==> src/rtl/ptcc_pkg.sv <==
package ptcc_pkg;
   // register indices; byte address is the index shifted by WORD_SHIFT
   localparam int WORD_SHIFT = 2;
   localparam int IDX_W = 8;
   localparam logic [7:0] IDX_PORT_DATA = 8'h07;
   localparam logic [7:0] IDX_IRQ_FLAGS = 8'h0c;
   localparam logic [7:0] IDX_COUNT = 8'h11;
   localparam logic [7:0] IDX_CONTROL = 8'h12;
   localparam logic [7:0] IDX_VALUE_LOW = 8'h15;
   localparam logic [7:0] IDX_VALUE_HIGH = 8'h16;
   localparam logic [7:0] IDX_UNIT_CONTROL = 8'h17;
   localparam logic [7:0] IDX_PORT_DIR = 8'h87;
   localparam logic [7:0] IDX_IRQ_ENABLES = 8'h8c;
   localparam logic [7:0] IDX_LIMIT = 8'h92;

   // field positions
   localparam int FLAG_W = 3;
   localparam int FLAG_MAIN_BIT = 0;
   localparam int FLAG_PERIOD_BIT = 1;
   localparam int FLAG_UNIT_BIT = 2;
   localparam int CTRL_W = 7;
   localparam int CTRL_ON_BIT = 2;
   localparam int CTRL_PRE_LSB = 0;
   localparam int CTRL_POST_LSB = 3;
   localparam int UNIT_CTRL_W = 6;
   localparam int UNIT_PIN_BIT = 2;

   // reset values
   localparam logic [7:0] RST_ZERO = 8'h00;
   localparam logic [7:0] RST_LIMIT = 8'hff;
   localparam logic [7:0] RST_DIR = 8'hff;

   // unit_mode_select encodings
   localparam logic [3:0] MODE_OFF = 4'h0;
   localparam logic [3:0] MODE_CAP_FALL = 4'h4;
   localparam logic [3:0] MODE_CAP_RISE = 4'h5;
   localparam logic [3:0] MODE_CAP_RISE4 = 4'h6;
   localparam logic [3:0] MODE_CAP_RISE16 = 4'h7;
   localparam logic [3:0] MODE_CMP_SET = 4'h8;
   localparam logic [3:0] MODE_CMP_CLEAR = 4'h9;
   localparam logic [3:0] MODE_CMP_SOFT = 4'ha;
   localparam logic [3:0] MODE_CMP_TRIGGER = 4'hb;
   localparam logic [1:0] GROUP_CAPTURE = 2'b01;
   localparam logic [1:0] GROUP_COMPARE = 2'b10;

   // instruction clock is the core clock divided by four
   localparam logic [1:0] PHASE_LAST = 2'h3;
   localparam logic [1:0] PRE_SEL_DIV1 = 2'b00;
   localparam logic [1:0] PRE_SEL_DIV4 = 2'b01;
   localparam logic [3:0] PRE_LAST_1 = 4'h0;
   localparam logic [3:0] PRE_LAST_4 = 4'h3;
   localparam logic [3:0] PRE_LAST_16 = 4'hf;
   localparam logic [3:0] EDGE_LAST_4 = 4'h3;
   localparam logic [3:0] EDGE_LAST_16 = 4'hf;

   localparam logic [1:0] RESP_OKAY = 2'b00;
   localparam logic [1:0] RESP_SLVERR = 2'b10;
endpackage

==> src/rtl/ptcc_period_capture.sv <==
`timescale 1ns/1ps
module ptcc_period_capture
   import ptcc_pkg::*;
#(
   parameter int AXI_ADDR_W = 10
)
(
   input wire logic clk_in,
   input wire logic reset_n_in,
   input wire logic s_axi_awvalid_in,
   input wire logic [AXI_ADDR_W-1:0] s_axi_awaddr_in,
   output logic s_axi_awready_out,
   input wire logic s_axi_wvalid_in,
   input wire logic [31:0] s_axi_wdata_in,
   input wire logic [3:0] s_axi_wstrb_in,
   output logic s_axi_wready_out,
   output logic s_axi_bvalid_out,
   output logic [1:0] s_axi_bresp_out,
   input wire logic s_axi_bready_in,
   input wire logic s_axi_arvalid_in,
   input wire logic [AXI_ADDR_W-1:0] s_axi_araddr_in,
   output logic s_axi_arready_out,
   output logic s_axi_rvalid_out,
   output logic [31:0] s_axi_rdata_out,
   output logic [1:0] s_axi_rresp_out,
   input wire logic s_axi_rready_in,
   input wire logic unit_pin_in,
   output logic unit_pin_out,
   output logic unit_pin_oe_out,
   input wire logic [15:0] main_timer_count_in,
   input wire logic main_timer_write_in,
   input wire logic main_overflow_in,
   input wire logic adc_enable_in,
   output logic period_match_out,
   output logic special_event_out,
   output logic adc_start_out
);

////////////////////////////////////////////////////////////////////////////////
   function automatic logic [IDX_W-1:0] reg_index(input logic [AXI_ADDR_W-1:0] addr);
      reg_index = addr[WORD_SHIFT +: IDX_W];
   endfunction

   function automatic logic is_mapped(input logic [IDX_W-1:0] idx);
      is_mapped = (idx == IDX_PORT_DATA) || (idx == IDX_IRQ_FLAGS) || (idx == IDX_COUNT)
         || (idx == IDX_CONTROL) || (idx == IDX_VALUE_LOW) || (idx == IDX_VALUE_HIGH)
         || (idx == IDX_UNIT_CONTROL) || (idx == IDX_PORT_DIR)
         || (idx == IDX_IRQ_ENABLES) || (idx == IDX_LIMIT);
   endfunction

   // reset is released through two flops; the rest uses rst_n
   logic [1:0] rst_sync_reg;
   logic rst_n;
   always_ff @(posedge clk_in or negedge reset_n_in)
   begin
      if (!reset_n_in)
         rst_sync_reg <= 2'b00;
      else
         rst_sync_reg <= {rst_sync_reg[0], 1'b1};
   end
   assign rst_n = rst_sync_reg[1];

////////////////////////////////////////////////////////////////////////////////
   // write channel: address and data taken in either order, then one response
   logic have_aw_reg, have_w_reg, wstrb_low_reg, wr_fire;
   logic [IDX_W-1:0] aw_idx_reg;
   logic [7:0] wdata_reg;
   assign wr_fire = have_aw_reg && have_w_reg && !s_axi_bvalid_out;

   function automatic logic wr_hit(input logic [IDX_W-1:0] idx);
      wr_hit = wr_fire && wstrb_low_reg && (aw_idx_reg == idx);
   endfunction

   always_ff @(posedge clk_in or negedge rst_n)
   begin
      if (!rst_n)
      begin
         s_axi_awready_out <= 1'b1;
         s_axi_wready_out <= 1'b1;
         s_axi_bvalid_out <= 1'b0;
         s_axi_bresp_out <= RESP_OKAY;
         have_aw_reg <= 1'b0;
         have_w_reg <= 1'b0;
         aw_idx_reg <= RST_ZERO;
         wdata_reg <= RST_ZERO;
         wstrb_low_reg <= 1'b0;
      end
      else
      begin
         if (s_axi_awvalid_in && s_axi_awready_out)
         begin
            aw_idx_reg <= reg_index(s_axi_awaddr_in);
            have_aw_reg <= 1'b1;
            s_axi_awready_out <= 1'b0;
         end
         if (s_axi_wvalid_in && s_axi_wready_out)
         begin
            wdata_reg <= s_axi_wdata_in[7:0]; // upper lanes have no storage
            wstrb_low_reg <= s_axi_wstrb_in[0];
            have_w_reg <= 1'b1;
            s_axi_wready_out <= 1'b0;
         end
         if (wr_fire)
         begin
            have_aw_reg <= 1'b0;
            have_w_reg <= 1'b0;
            s_axi_bvalid_out <= 1'b1;
            s_axi_bresp_out <= is_mapped(aw_idx_reg) ? RESP_OKAY : RESP_SLVERR;
         end
         if (s_axi_bvalid_out && s_axi_bready_in)
         begin
            s_axi_bvalid_out <= 1'b0;
            s_axi_awready_out <= 1'b1;
            s_axi_wready_out <= 1'b1;
         end
      end
   end

////////////////////////////////////////////////////////////////////////////////
   // register state
   logic [CTRL_W-1:0] control_reg;
   logic [7:0] count_reg, limit_reg, port_data_reg, port_dir_reg;
   logic [FLAG_W-1:0] flags_reg, enables_reg;
   logic [UNIT_CTRL_W-1:0] unit_ctrl_reg;
   logic [15:0] value_reg;
   logic [3:0] mode;
   assign mode = unit_ctrl_reg[3:0];

   // read path has no side effects, so reads never disturb counters
   logic [IDX_W-1:0] ar_idx;
   logic [7:0] rd_byte;
   assign ar_idx = reg_index(s_axi_araddr_in);
   always_comb
   begin
      rd_byte = RST_ZERO;
      case (ar_idx)
         IDX_PORT_DATA: rd_byte = port_data_reg;
         IDX_IRQ_FLAGS: rd_byte = {5'h0, flags_reg};
         IDX_COUNT: rd_byte = count_reg;
         IDX_CONTROL: rd_byte = {1'b0, control_reg};
         IDX_VALUE_LOW: rd_byte = value_reg[7:0];
         IDX_VALUE_HIGH: rd_byte = value_reg[15:8];
         IDX_UNIT_CONTROL: rd_byte = {2'b00, unit_ctrl_reg};
         IDX_PORT_DIR: rd_byte = port_dir_reg;
         IDX_IRQ_ENABLES: rd_byte = {5'h0, enables_reg};
         IDX_LIMIT: rd_byte = limit_reg;
         default: rd_byte = RST_ZERO;
      endcase
   end

   always_ff @(posedge clk_in or negedge rst_n)
   begin
      if (!rst_n)
      begin
         s_axi_arready_out <= 1'b1;
         s_axi_rvalid_out <= 1'b0;
         s_axi_rdata_out <= 32'h0000_0000;
         s_axi_rresp_out <= RESP_OKAY;
      end
      else if (s_axi_arvalid_in && s_axi_arready_out)
      begin
         s_axi_arready_out <= 1'b0;
         s_axi_rvalid_out <= 1'b1;
         s_axi_rdata_out <= {24'h00_0000, rd_byte};
         s_axi_rresp_out <= is_mapped(ar_idx) ? RESP_OKAY : RESP_SLVERR;
      end
      else if (s_axi_rvalid_out && s_axi_rready_in)
      begin
         s_axi_rvalid_out <= 1'b0;
         s_axi_arready_out <= 1'b1;
      end
   end

   // plain software registers
   always_ff @(posedge clk_in or negedge rst_n)
   begin
      if (!rst_n)
      begin
         control_reg <= CTRL_W'(RST_ZERO);
         limit_reg <= RST_LIMIT;
         enables_reg <= FLAG_W'(RST_ZERO);
         port_data_reg <= RST_ZERO;
         port_dir_reg <= RST_DIR;
         unit_ctrl_reg <= UNIT_CTRL_W'(RST_ZERO);
      end
      else
      begin
         if (wr_hit(IDX_CONTROL))
            control_reg <= wdata_reg[CTRL_W-1:0];
         if (wr_hit(IDX_LIMIT))
            limit_reg <= wdata_reg;
         if (wr_hit(IDX_IRQ_ENABLES))
            enables_reg <= wdata_reg[FLAG_W-1:0];
         if (wr_hit(IDX_PORT_DATA))
            port_data_reg <= wdata_reg;
         if (wr_hit(IDX_PORT_DIR))
            port_dir_reg <= wdata_reg;
         if (wr_hit(IDX_UNIT_CONTROL))
            unit_ctrl_reg <= wdata_reg[UNIT_CTRL_W-1:0];
      end
   end

////////////////////////////////////////////////////////////////////////////////
   // period timer: phase divider, prescaler, count, postscaler
   logic [1:0] phase_reg, pre_sel;
   logic [3:0] pre_cnt_reg, post_cnt_reg, pre_last, post_sel;
   logic tick, pre_clear, inc, period_match, post_expire, count_write;
   assign pre_sel = control_reg[CTRL_PRE_LSB +: 2];
   assign post_sel = control_reg[CTRL_POST_LSB +: 4];
   assign tick = (phase_reg == PHASE_LAST);
   // a plain net, so that properties see the sampled write strobe
   assign count_write = wr_hit(IDX_COUNT);
   assign pre_clear = count_write || wr_hit(IDX_CONTROL);
   always_comb
   begin
      unique case (pre_sel)
         PRE_SEL_DIV1: pre_last = PRE_LAST_1;
         PRE_SEL_DIV4: pre_last = PRE_LAST_4;
         default: pre_last = PRE_LAST_16;
      endcase
   end
   // a write to the count wins over the increment in the same cycle
   assign inc = tick && control_reg[CTRL_ON_BIT] && (pre_cnt_reg == pre_last)
      && !pre_clear;
   assign period_match = inc && (count_reg == limit_reg);
   assign post_expire = period_match && (post_cnt_reg == post_sel);

   always_ff @(posedge clk_in or negedge rst_n)
   begin
      if (!rst_n)
         phase_reg <= 2'b00;
      else
         phase_reg <= phase_reg + 2'b01; // instruction clock phase
   end

   always_ff @(posedge clk_in or negedge rst_n)
   begin
      if (!rst_n)
      begin
         pre_cnt_reg <= 4'h0;
         post_cnt_reg <= 4'h0;
      end
      else if (pre_clear)
      begin
         pre_cnt_reg <= 4'h0;
         post_cnt_reg <= 4'h0;
      end
      else
      begin
         if (tick && control_reg[CTRL_ON_BIT])
            pre_cnt_reg <= (pre_cnt_reg == pre_last) ? 4'h0 : pre_cnt_reg + 4'h1;
         if (period_match)
            post_cnt_reg <= post_expire ? 4'h0 : post_cnt_reg + 4'h1;
      end
   end

   always_ff @(posedge clk_in or negedge rst_n)
   begin
      if (!rst_n)
         count_reg <= RST_ZERO;
      else if (wr_hit(IDX_COUNT))
         count_reg <= wdata_reg;
      else if (inc)
         count_reg <= period_match ? RST_ZERO : count_reg + 8'h01;
   end

////////////////////////////////////////////////////////////////////////////////
   // capture: pin level seen is our own drive when the pin is an output
   logic level, prev_level_reg, rise, fall, cap_mode, cmp_mode, cap_event;
   logic [3:0] edge_cnt_reg;
   assign cap_mode = (mode[3:2] == GROUP_CAPTURE);
   assign cmp_mode = (mode[3:2] == GROUP_COMPARE);
   assign level = unit_pin_oe_out ? unit_pin_out : unit_pin_in;
   assign rise = level && !prev_level_reg;
   assign fall = !level && prev_level_reg;
   always_comb
   begin
      unique case (mode)
         MODE_CAP_FALL: cap_event = fall;
         MODE_CAP_RISE: cap_event = rise;
         MODE_CAP_RISE4: cap_event = rise && (edge_cnt_reg == EDGE_LAST_4);
         MODE_CAP_RISE16: cap_event = rise && (edge_cnt_reg == EDGE_LAST_16);
         default: cap_event = 1'b0;
      endcase
   end

   always_ff @(posedge clk_in or negedge rst_n)
   begin
      if (!rst_n)
         prev_level_reg <= 1'b0;
      else
         prev_level_reg <= level;
   end

   // prescale change without a zero write keeps the old count
   always_ff @(posedge clk_in or negedge rst_n)
   begin
      if (!rst_n)
         edge_cnt_reg <= 4'h0;
      else if (!cap_mode)
         edge_cnt_reg <= 4'h0;
      else if (cap_event)
         edge_cnt_reg <= 4'h0;
      else if (rise)
         edge_cnt_reg <= edge_cnt_reg + 4'h1;
   end

   // capture overwrites the value register and beats a coincident write
   always_ff @(posedge clk_in or negedge rst_n)
   begin
      if (!rst_n)
         value_reg <= 16'h0000;
      else if (cap_event)
         value_reg <= main_timer_count_in;
      else
      begin
         if (wr_hit(IDX_VALUE_LOW))
            value_reg[7:0] <= wdata_reg;
         if (wr_hit(IDX_VALUE_HIGH))
            value_reg[15:8] <= wdata_reg;
      end
   end

////////////////////////////////////////////////////////////////////////////////
   // compare: act once on the cycle the equality starts
   logic equal_prev_reg, cmp_hit, cmp_latch_reg, trig_hit, unit_zero_write;
   assign cmp_hit = cmp_mode && (value_reg == main_timer_count_in) && !equal_prev_reg;
   assign trig_hit = cmp_hit && (mode == MODE_CMP_TRIGGER);
   assign unit_zero_write = wr_hit(IDX_UNIT_CONTROL) && (wdata_reg == RST_ZERO);

   always_ff @(posedge clk_in or negedge rst_n)
   begin
      if (!rst_n)
         equal_prev_reg <= 1'b0;
      else
         equal_prev_reg <= cmp_mode && (value_reg == main_timer_count_in);
   end

   // soft-interrupt and trigger modes leave the latch alone
   always_ff @(posedge clk_in or negedge rst_n)
   begin
      if (!rst_n)
         cmp_latch_reg <= 1'b0;
      else if (unit_zero_write)
         cmp_latch_reg <= 1'b0;
      else if (cmp_hit && (mode == MODE_CMP_SET))
         cmp_latch_reg <= 1'b1;
      else if (cmp_hit && (mode == MODE_CMP_CLEAR))
         cmp_latch_reg <= 1'b0;
   end

   // pin drive: compare latch in compare modes, port latch otherwise
   always_ff @(posedge clk_in or negedge rst_n)
   begin
      if (!rst_n)
      begin
         unit_pin_oe_out <= 1'b0;
         unit_pin_out <= 1'b0;
      end
      else
      begin
         unit_pin_oe_out <= !port_dir_reg[UNIT_PIN_BIT];
         unit_pin_out <= cmp_mode ? cmp_latch_reg : port_data_reg[UNIT_PIN_BIT];
      end
   end

   // the special event is dropped when a main timer write lands in the same cycle; the ADC start is not
   always_ff @(posedge clk_in or negedge rst_n)
   begin
      if (!rst_n)
      begin
         period_match_out <= 1'b0;
         special_event_out <= 1'b0;
         adc_start_out <= 1'b0;
      end
      else
      begin
         period_match_out <= period_match;
         special_event_out <= trig_hit && !main_timer_write_in;
         adc_start_out <= trig_hit && adc_enable_in;
      end
   end

   // flags: hardware set wins over a software clear in the same cycle
   always_ff @(posedge clk_in or negedge rst_n)
   begin
      if (!rst_n)
         flags_reg <= FLAG_W'(RST_ZERO);
      else
      begin
         flags_reg <= (wr_hit(IDX_IRQ_FLAGS) ? wdata_reg[FLAG_W-1:0] : flags_reg)
            | {cap_event || cmp_hit, post_expire, main_overflow_in};
      end
   end
endmodule

==> config.mk <==
export PLATFORM = sky130hd
export DESIGN_NAME = ptcc_period_capture
export DESIGN_NICKNAME = d
export VERILOG_FILES = /design/src/rtl/ptcc_pkg.sv /design/src/rtl/ptcc_period_capture.sv
export SDC_FILE = /design/constraint.sdc
export NUM_CORES = 1
export LEC_CHECK = 0
export CORE_ASPECT_RATIO = 0.8
export CORE_MARGIN = 4
export CORE_UTILIZATION = 65
export DETAILED_ROUTE_END_ITERATION = 6
export DONT_BUFFER_PORTS = 1
export GPL_ROUTABILITY_DRIVEN = 1
export PLACE_DENSITY_LB_ADDON = 0.3
export SLEW_MARGIN = 20
export SYNTH_ARGS = -nofsm -noshare
export SYNTH_HDL_FRONTEND = slang
export SYNTH_SLANG_ARGS = --single-unit
==> constraint.sdc <==
create_clock -name clk_in -period 9.3 [get_ports clk_in]
set_clock_uncertainty 0.1 [all_clocks]
set_input_delay 1.86 -clock clk_in [delete_from_list [all_inputs] [get_ports clk_in]]
set_output_delay 1.86 -clock clk_in [all_outputs]
set_load 0.02 [all_outputs]
After elaboration in Yosys (flattened, before gate mapping). Index checks and enable logic that the tools add are counted.

$add $sub $neg: 5. Equal/unequal tests: 38. Multiplexer cells: 40. Bitwise logic cells: 1. Reduce and logical (&&, ||, !) cells: 76.

Operators by type and width (count): equality test 8 x 5 -> 1 bit, second input constant (10); case mux 8 bit (10 select lines) (1); equality test 8 bit, second input constant (6); two-way mux 8 bit (5); two-way mux 4 bit (9); logical AND 1 bit (35); nonzero test 2 bit (11); logical OR 1 bit (20); two-way mux 1 bit (19); equality test 16 bit (1); equality test 4 x 3 -> 1 bit, second input constant (4); equality test 4 bit, second input constant (4); equality test 8 x 3 -> 1 bit, second input constant (2); equality test 8 x 4 -> 1 bit, second input constant (2); two-way mux 16 bit (1); adder 4 x 1 -> 4 bit, second input constant (3); adder 8 x 1 -> 8 bit, second input constant (1); equality test 4 bit (2); equality test 8 bit (1); zero test 8 bit (1); case mux 4 bit (2 select lines) (1); zero test 1 bit (7); equality test 2 x 1 -> 1 bit, second input constant (2); equality test 2 bit, second input constant (2); 9 further kinds (10).

Register bits: 127. Input port bits: 83. Output and inout bits: 46. Word-level logic and storage cells: 196.

Depth between registers and ports, before layout.
Depth after elaboration: 12. Gate-level depth with buffers: 8. Depth with buffers taken out: 6.

Least setup slack after synthesis. No wires, ideal clock.

Path type: input-to-reg. Start: input port s_axi_araddr_in[9]. End: register s_axi_rresp_out[1]. Library setup time: 0.129 ns. Data arrival time: 3.222 ns. Data required time: 9.071 ns. Slack: 5.849 ns. Stages on the path: 6. Buffers on the path: 1. Cells stage by stage: buf_2 nor4b_4 a21oi_1 a2111oi_4 o311ai_4 a21boi_1.

Word-level cells in the longest chain between the ends: 11. Elaborated cells on any way between the ends: 20. Those cells by class: eq/ne (10); mux (1); reduce/logical (9).

RTL lines: start, declared (line ptcc_period_capture.sv:21) `input wire logic [AXI_ADDR_W-1:0] s_axi_araddr_in,`; equality test 8 x 3 -> 1 bit or equality test 8 x 4 -> 1 bit (tied branches) (line ptcc_period_capture.sv:45) `is_mapped = (idx == IDX_PORT_DATA) || (idx == IDX_IRQ_FLAGS) || (idx == IDX_COUNT)`; logical OR 1 bit (2 in a row) (line ptcc_period_capture.sv:45); logical OR 1 bit (3 in a row) (line ptcc_period_capture.sv:46) `|| (idx == IDX_CONTROL) || (idx == IDX_VALUE_LOW) || (idx == IDX_VALUE_HIGH)`; logical OR 1 bit (2 in a row) (line ptcc_period_capture.sv:47) `|| (idx == IDX_UNIT_CONTROL) || (idx == IDX_PORT_DIR)`; logical OR 1 bit (line ptcc_period_capture.sv:48) `|| (idx == IDX_IRQ_ENABLES) || (idx == IDX_LIMIT);`; logical OR 1 bit (*) (line ptcc_period_capture.sv:48); two-way mux 2 bit (*) (line ptcc_period_capture.sv:165) `s_axi_rresp_out <= is_mapped(ar_idx) ? RESP_OKAY : RESP_SLVERR;`; end signal, assigned (line ptcc_period_capture.sv:165); end, declared (line ptcc_period_capture.sv:25) `output logic [1:0] s_axi_rresp_out,`.

Every way passes the cells marked *; elsewhere a longest branch is shown, timed or not. A chain may end at the register's enable or synchronous reset.

Worst setup path after layout.
Start: input port unit_pin_in. End: register value_reg[3].

Word-level cells in the longest chain between the ends: 5. Elaborated cells on any way between the ends: 9. Those cells by class: mux (3); reduce/logical (6).

RTL lines: start, declared (line ptcc_period_capture.sv:27) `input wire logic unit_pin_in,`; two-way mux 1 bit (*) (line ptcc_period_capture.sv:273) `assign level = unit_pin_oe_out ? unit_pin_out : unit_pin_in;`; logical AND 1 bit or zero test 1 bit (tied branches) (line ptcc_period_capture.sv:274, ptcc_period_capture.sv:275); logical AND 1 bit, on equally long branches (line ptcc_period_capture.sv:282, ptcc_period_capture.sv:275, ptcc_period_capture.sv:281); case mux 1 bit (4 select lines) (*) (line ptcc_period_capture.sv:278) `unique case (mode)`; two-way mux 16 bit or nonzero test 2 bit (tied branches); end signal, assigned (line ptcc_period_capture.sv:314) `value_reg <= main_timer_count_in;`; end signal, assigned (line ptcc_period_capture.sv:318) `value_reg[7:0] <= wdata_reg;`; end, declared (line ptcc_period_capture.sv:125) `logic [15:0] value_reg;`.

Marked as above.

==> impl_results.md <==
* Status: completed
* Num CTS Buffers at 17
* Worst vdd rail ir drop at 0.249 mV
* Gpl congestion at 0.938
* Max clock buf depth at 2
* Async SR Flop Fraction at 1.00
* Register area at 0.00316 mm^2
* Initial Utilization at 0.679
* Setup ws final at 6.03 ns
* RR Startpoint: aw_idx_reg[5]
* I/O pin total at 129
* Post-CTS setup buffers at 0
* HPWL Detailed at 11300 um
* LEAKAGE at 0.00316 uW
* Max-cap violations at 0
* Cell variety after synth at 68
* Synthesized area at 0.00669 mm^2
* CP arrival at 3.44 ns
* Yosys top cell area share at 0.396
* Place WS at 5.37 ns
* CTS Sinks at 125
* Worst setup EP type: register
* Combined area of the multi-input logic cells at 0.00327 mm^2
* Routed wl met2 at 7450 um
* WHS Endpoint: rst_sync_reg[1]
* Final wirelength at 16400 um
* Post-CTS Resized at 0
* Top sig layer: met4
* PortBufs at 0
* Max incr delay on CP at 0.66 ns
* Critical Path Source Type: input port
* Chip Height at 98.8 um
* RSZ-0062 raised after global routing: no
* Met3 WL at 1740 um
* Crit path buffers/inverters at 0
* Worst hold path class: register to register
* Share of cells above drive strength 1 at 0.203
* Count leader, synth: dfrtp_1
* Largest net degree at the start of global routing at 67
* CTS H-tree depth at 4
* R2r setup slk at 6.86 ns
* Cell Pwr Density at 265 mW/mm^2
* Setup TNS at 0 ns
* Iter 0 DRT Violations at 483
* DR vias/cell at 6.46
* Synth area leaders: dfrtp_1, mux2_2, dfstp_2
* Syn Inst Count at 630
* Worst-Skew Late Latency at 0.42 ns
* First-pass GRT wire length at 26100 um
* Root buf cell: clkbuf_16
* Die W at 121 um
* R2R depth at 4
* Vias at 4992
* HP Start: rst_sync_reg[0]
* Area Overhead vs Synth at 8.79%
* Crit-path leading delay family: simple AND/OR/NAND/NOR gates
* FF-to-FF End: unit_ctrl_reg[5]
* Ys flop type: dfrtp_1
* Final Slew Violations at 0
* Synth cell count leaders: dfrtp_1, mux2_2, nor2_1, nand2_1
* Grt ovf at 0
* FP Rows at 32
* Nets at 711
* Register area share after synthesis at 0.471
* DRT Pass-1 Iters at 5
* Post-synth EDFFs at 0
* Flops & latches, synth at 125
* Core area at 0.00985 mm^2
* DIE AREA at 0.0120 mm^2
* Slew HR at 0.447
* Routed Antenna Nets at 0
* Most used cell, CP: nor2_1
* Cell Chain, Critical Path: mux2i_1 > nor2_1 > nand3b_1 > a311o_2 > nor2_1 > a21oi_1
* Hold depth at 0
* Initial antenna violation count at 1
* Yosys top cell by area: dfrtp_1
* Vias in the first global route at 4934
* Worst-Margin Slew at 0.826 ns
* CP Data Required Time at 9.47 ns
* Wire per inst at 21.2 um
* Max Fclk at 306 MHz
* Synth Area per Inst at 10.6 um^2
* Routed length on met1 at 6650 um
* Crit-path max FO at 33
* Filler cell count at 657
* GRT Overall Usage at 0.284
* CP max stage cell: a311o_2
* Clock period minus worst slack at 3.27 ns
* DRC at 0
* Clock slew at reported path FFs at 0.06 ns
* Hold Fails Final Rpt at 0
* Fin crit share at 0.352
* Yosys warns at 0
* Kind of critical path: input port to register
* Hold_buf cts at 0
* Setup violations, final at 0
* Max FFs per register at 16
* CTS tree: yes
kinds of logic (layout without fill, tap and decap cells):
group / Yosys count / count (layout) / synth area share
other: 2 / 28 / 0.00112
multiplexers: 96 / 96 / 0.155
XOR/XNOR: 37 / 37 / 0.0484
adder cells (fa/ha/maj): 5 / 5 / 0.00935
AND/OR/NAND/NOR: 203 / 203 / 0.166
AO/OA/AOI/OAI: 96 / 96 / 0.0944
buffers and inverters: 66 / 47 / 0.0553
flip-flops: 125 / 125 / 0.471
metrics by stage:
| stage | std cells | util | power [uW] | hold WS, ns | cell area, um^2 |
|---|---|---|---|---|---|
| 4_1_cts | 772 | 0.739 | 1930 | 0.262 | 7280 |
| 3_5_place_dp | 740 | 0.676 | 1240 | 0.238 | 6660 |
| 5_1_grt | 772 | 0.739 | 2030 | 0.274 | 7280 |
| 2_1_floorplan | 655 | - | 1130 | 0.231 | 6790 |
| 6_report | 773 | 0.739 | 1930 | 0.254 | 7280 |
| 3_3_place_gp | 740 | 0.676 | 1210 | 0.240 | 6660 |
where the power goes:
group | internal [uW] | leakage (uW) | switching [uW]
Clock | 436 | 0.000288 | 249
Combinational | 183 | 0.00137 | 170
Sequential | 666 | 0.00151 | 228
how the worst max path moves through the flow:
| stage | startpoint | end | cells after the start |
|---|---|---|---|
| floorplan | rst_sync_reg[1] | adc_start_out | 0 |
| global placement | unit_pin_in | flags_reg[2] | 5 |
| detailed placement | unit_pin_in | value_reg[12] | 5 |
| CTS | unit_pin_in | value_reg[3] | 6 |
| global route | unit_pin_in | value_reg[12] | 6 |
| finish | unit_pin_in | value_reg[3] | 6 |
placed cells by master, fill, tap and decap left out, types with 6 or more instances in the layout:
cell	instances
nor2_1	49
o21ai_0	16
and3_1	10
nor3b_1	7
dfstp_2	19
nand3b_1	6
conb_1	27
nor3_1	6
inv_1	13
xor2_1	11
clkbuf_16	17
nand3_1	26
dfrtp_1	105
mux2i_1	36
a21oi_1	36
nor4_1	6
o21ai_1	6
nand4_1	9
xnor2_1	26
nor2b_1	7
nand4b_1	6
nand2_1	46
mux2_2	60
final cells by class:
type	count	area share
clock buffer	19	0.0622
inverter	13	0.00670
clock inverter	13	0.0225
sequential	125	0.433
tap	136	0.0234
antenna	1	0.000344
multi-input combinational	464	0.449
timing repair buffer	2	0.00206
routing by layer:
layer | vias to the layer above | track usage
met5 | - | 0
met4 | 0 | 0.127
met3 | 45 | 0.102
met2 | 284 | 0.423
met1 | 2467 | 0.376
li1 | 2196 | -
worst reg2reg max path: stages, from the launching register on:
cell and delay [ns]:
dfrtp_1 0.40, nor3b_1 0.44, nand4_1 0.27, nor2_1 0.70
mux2_2 0.42
(Power assumes the default switching activity.)
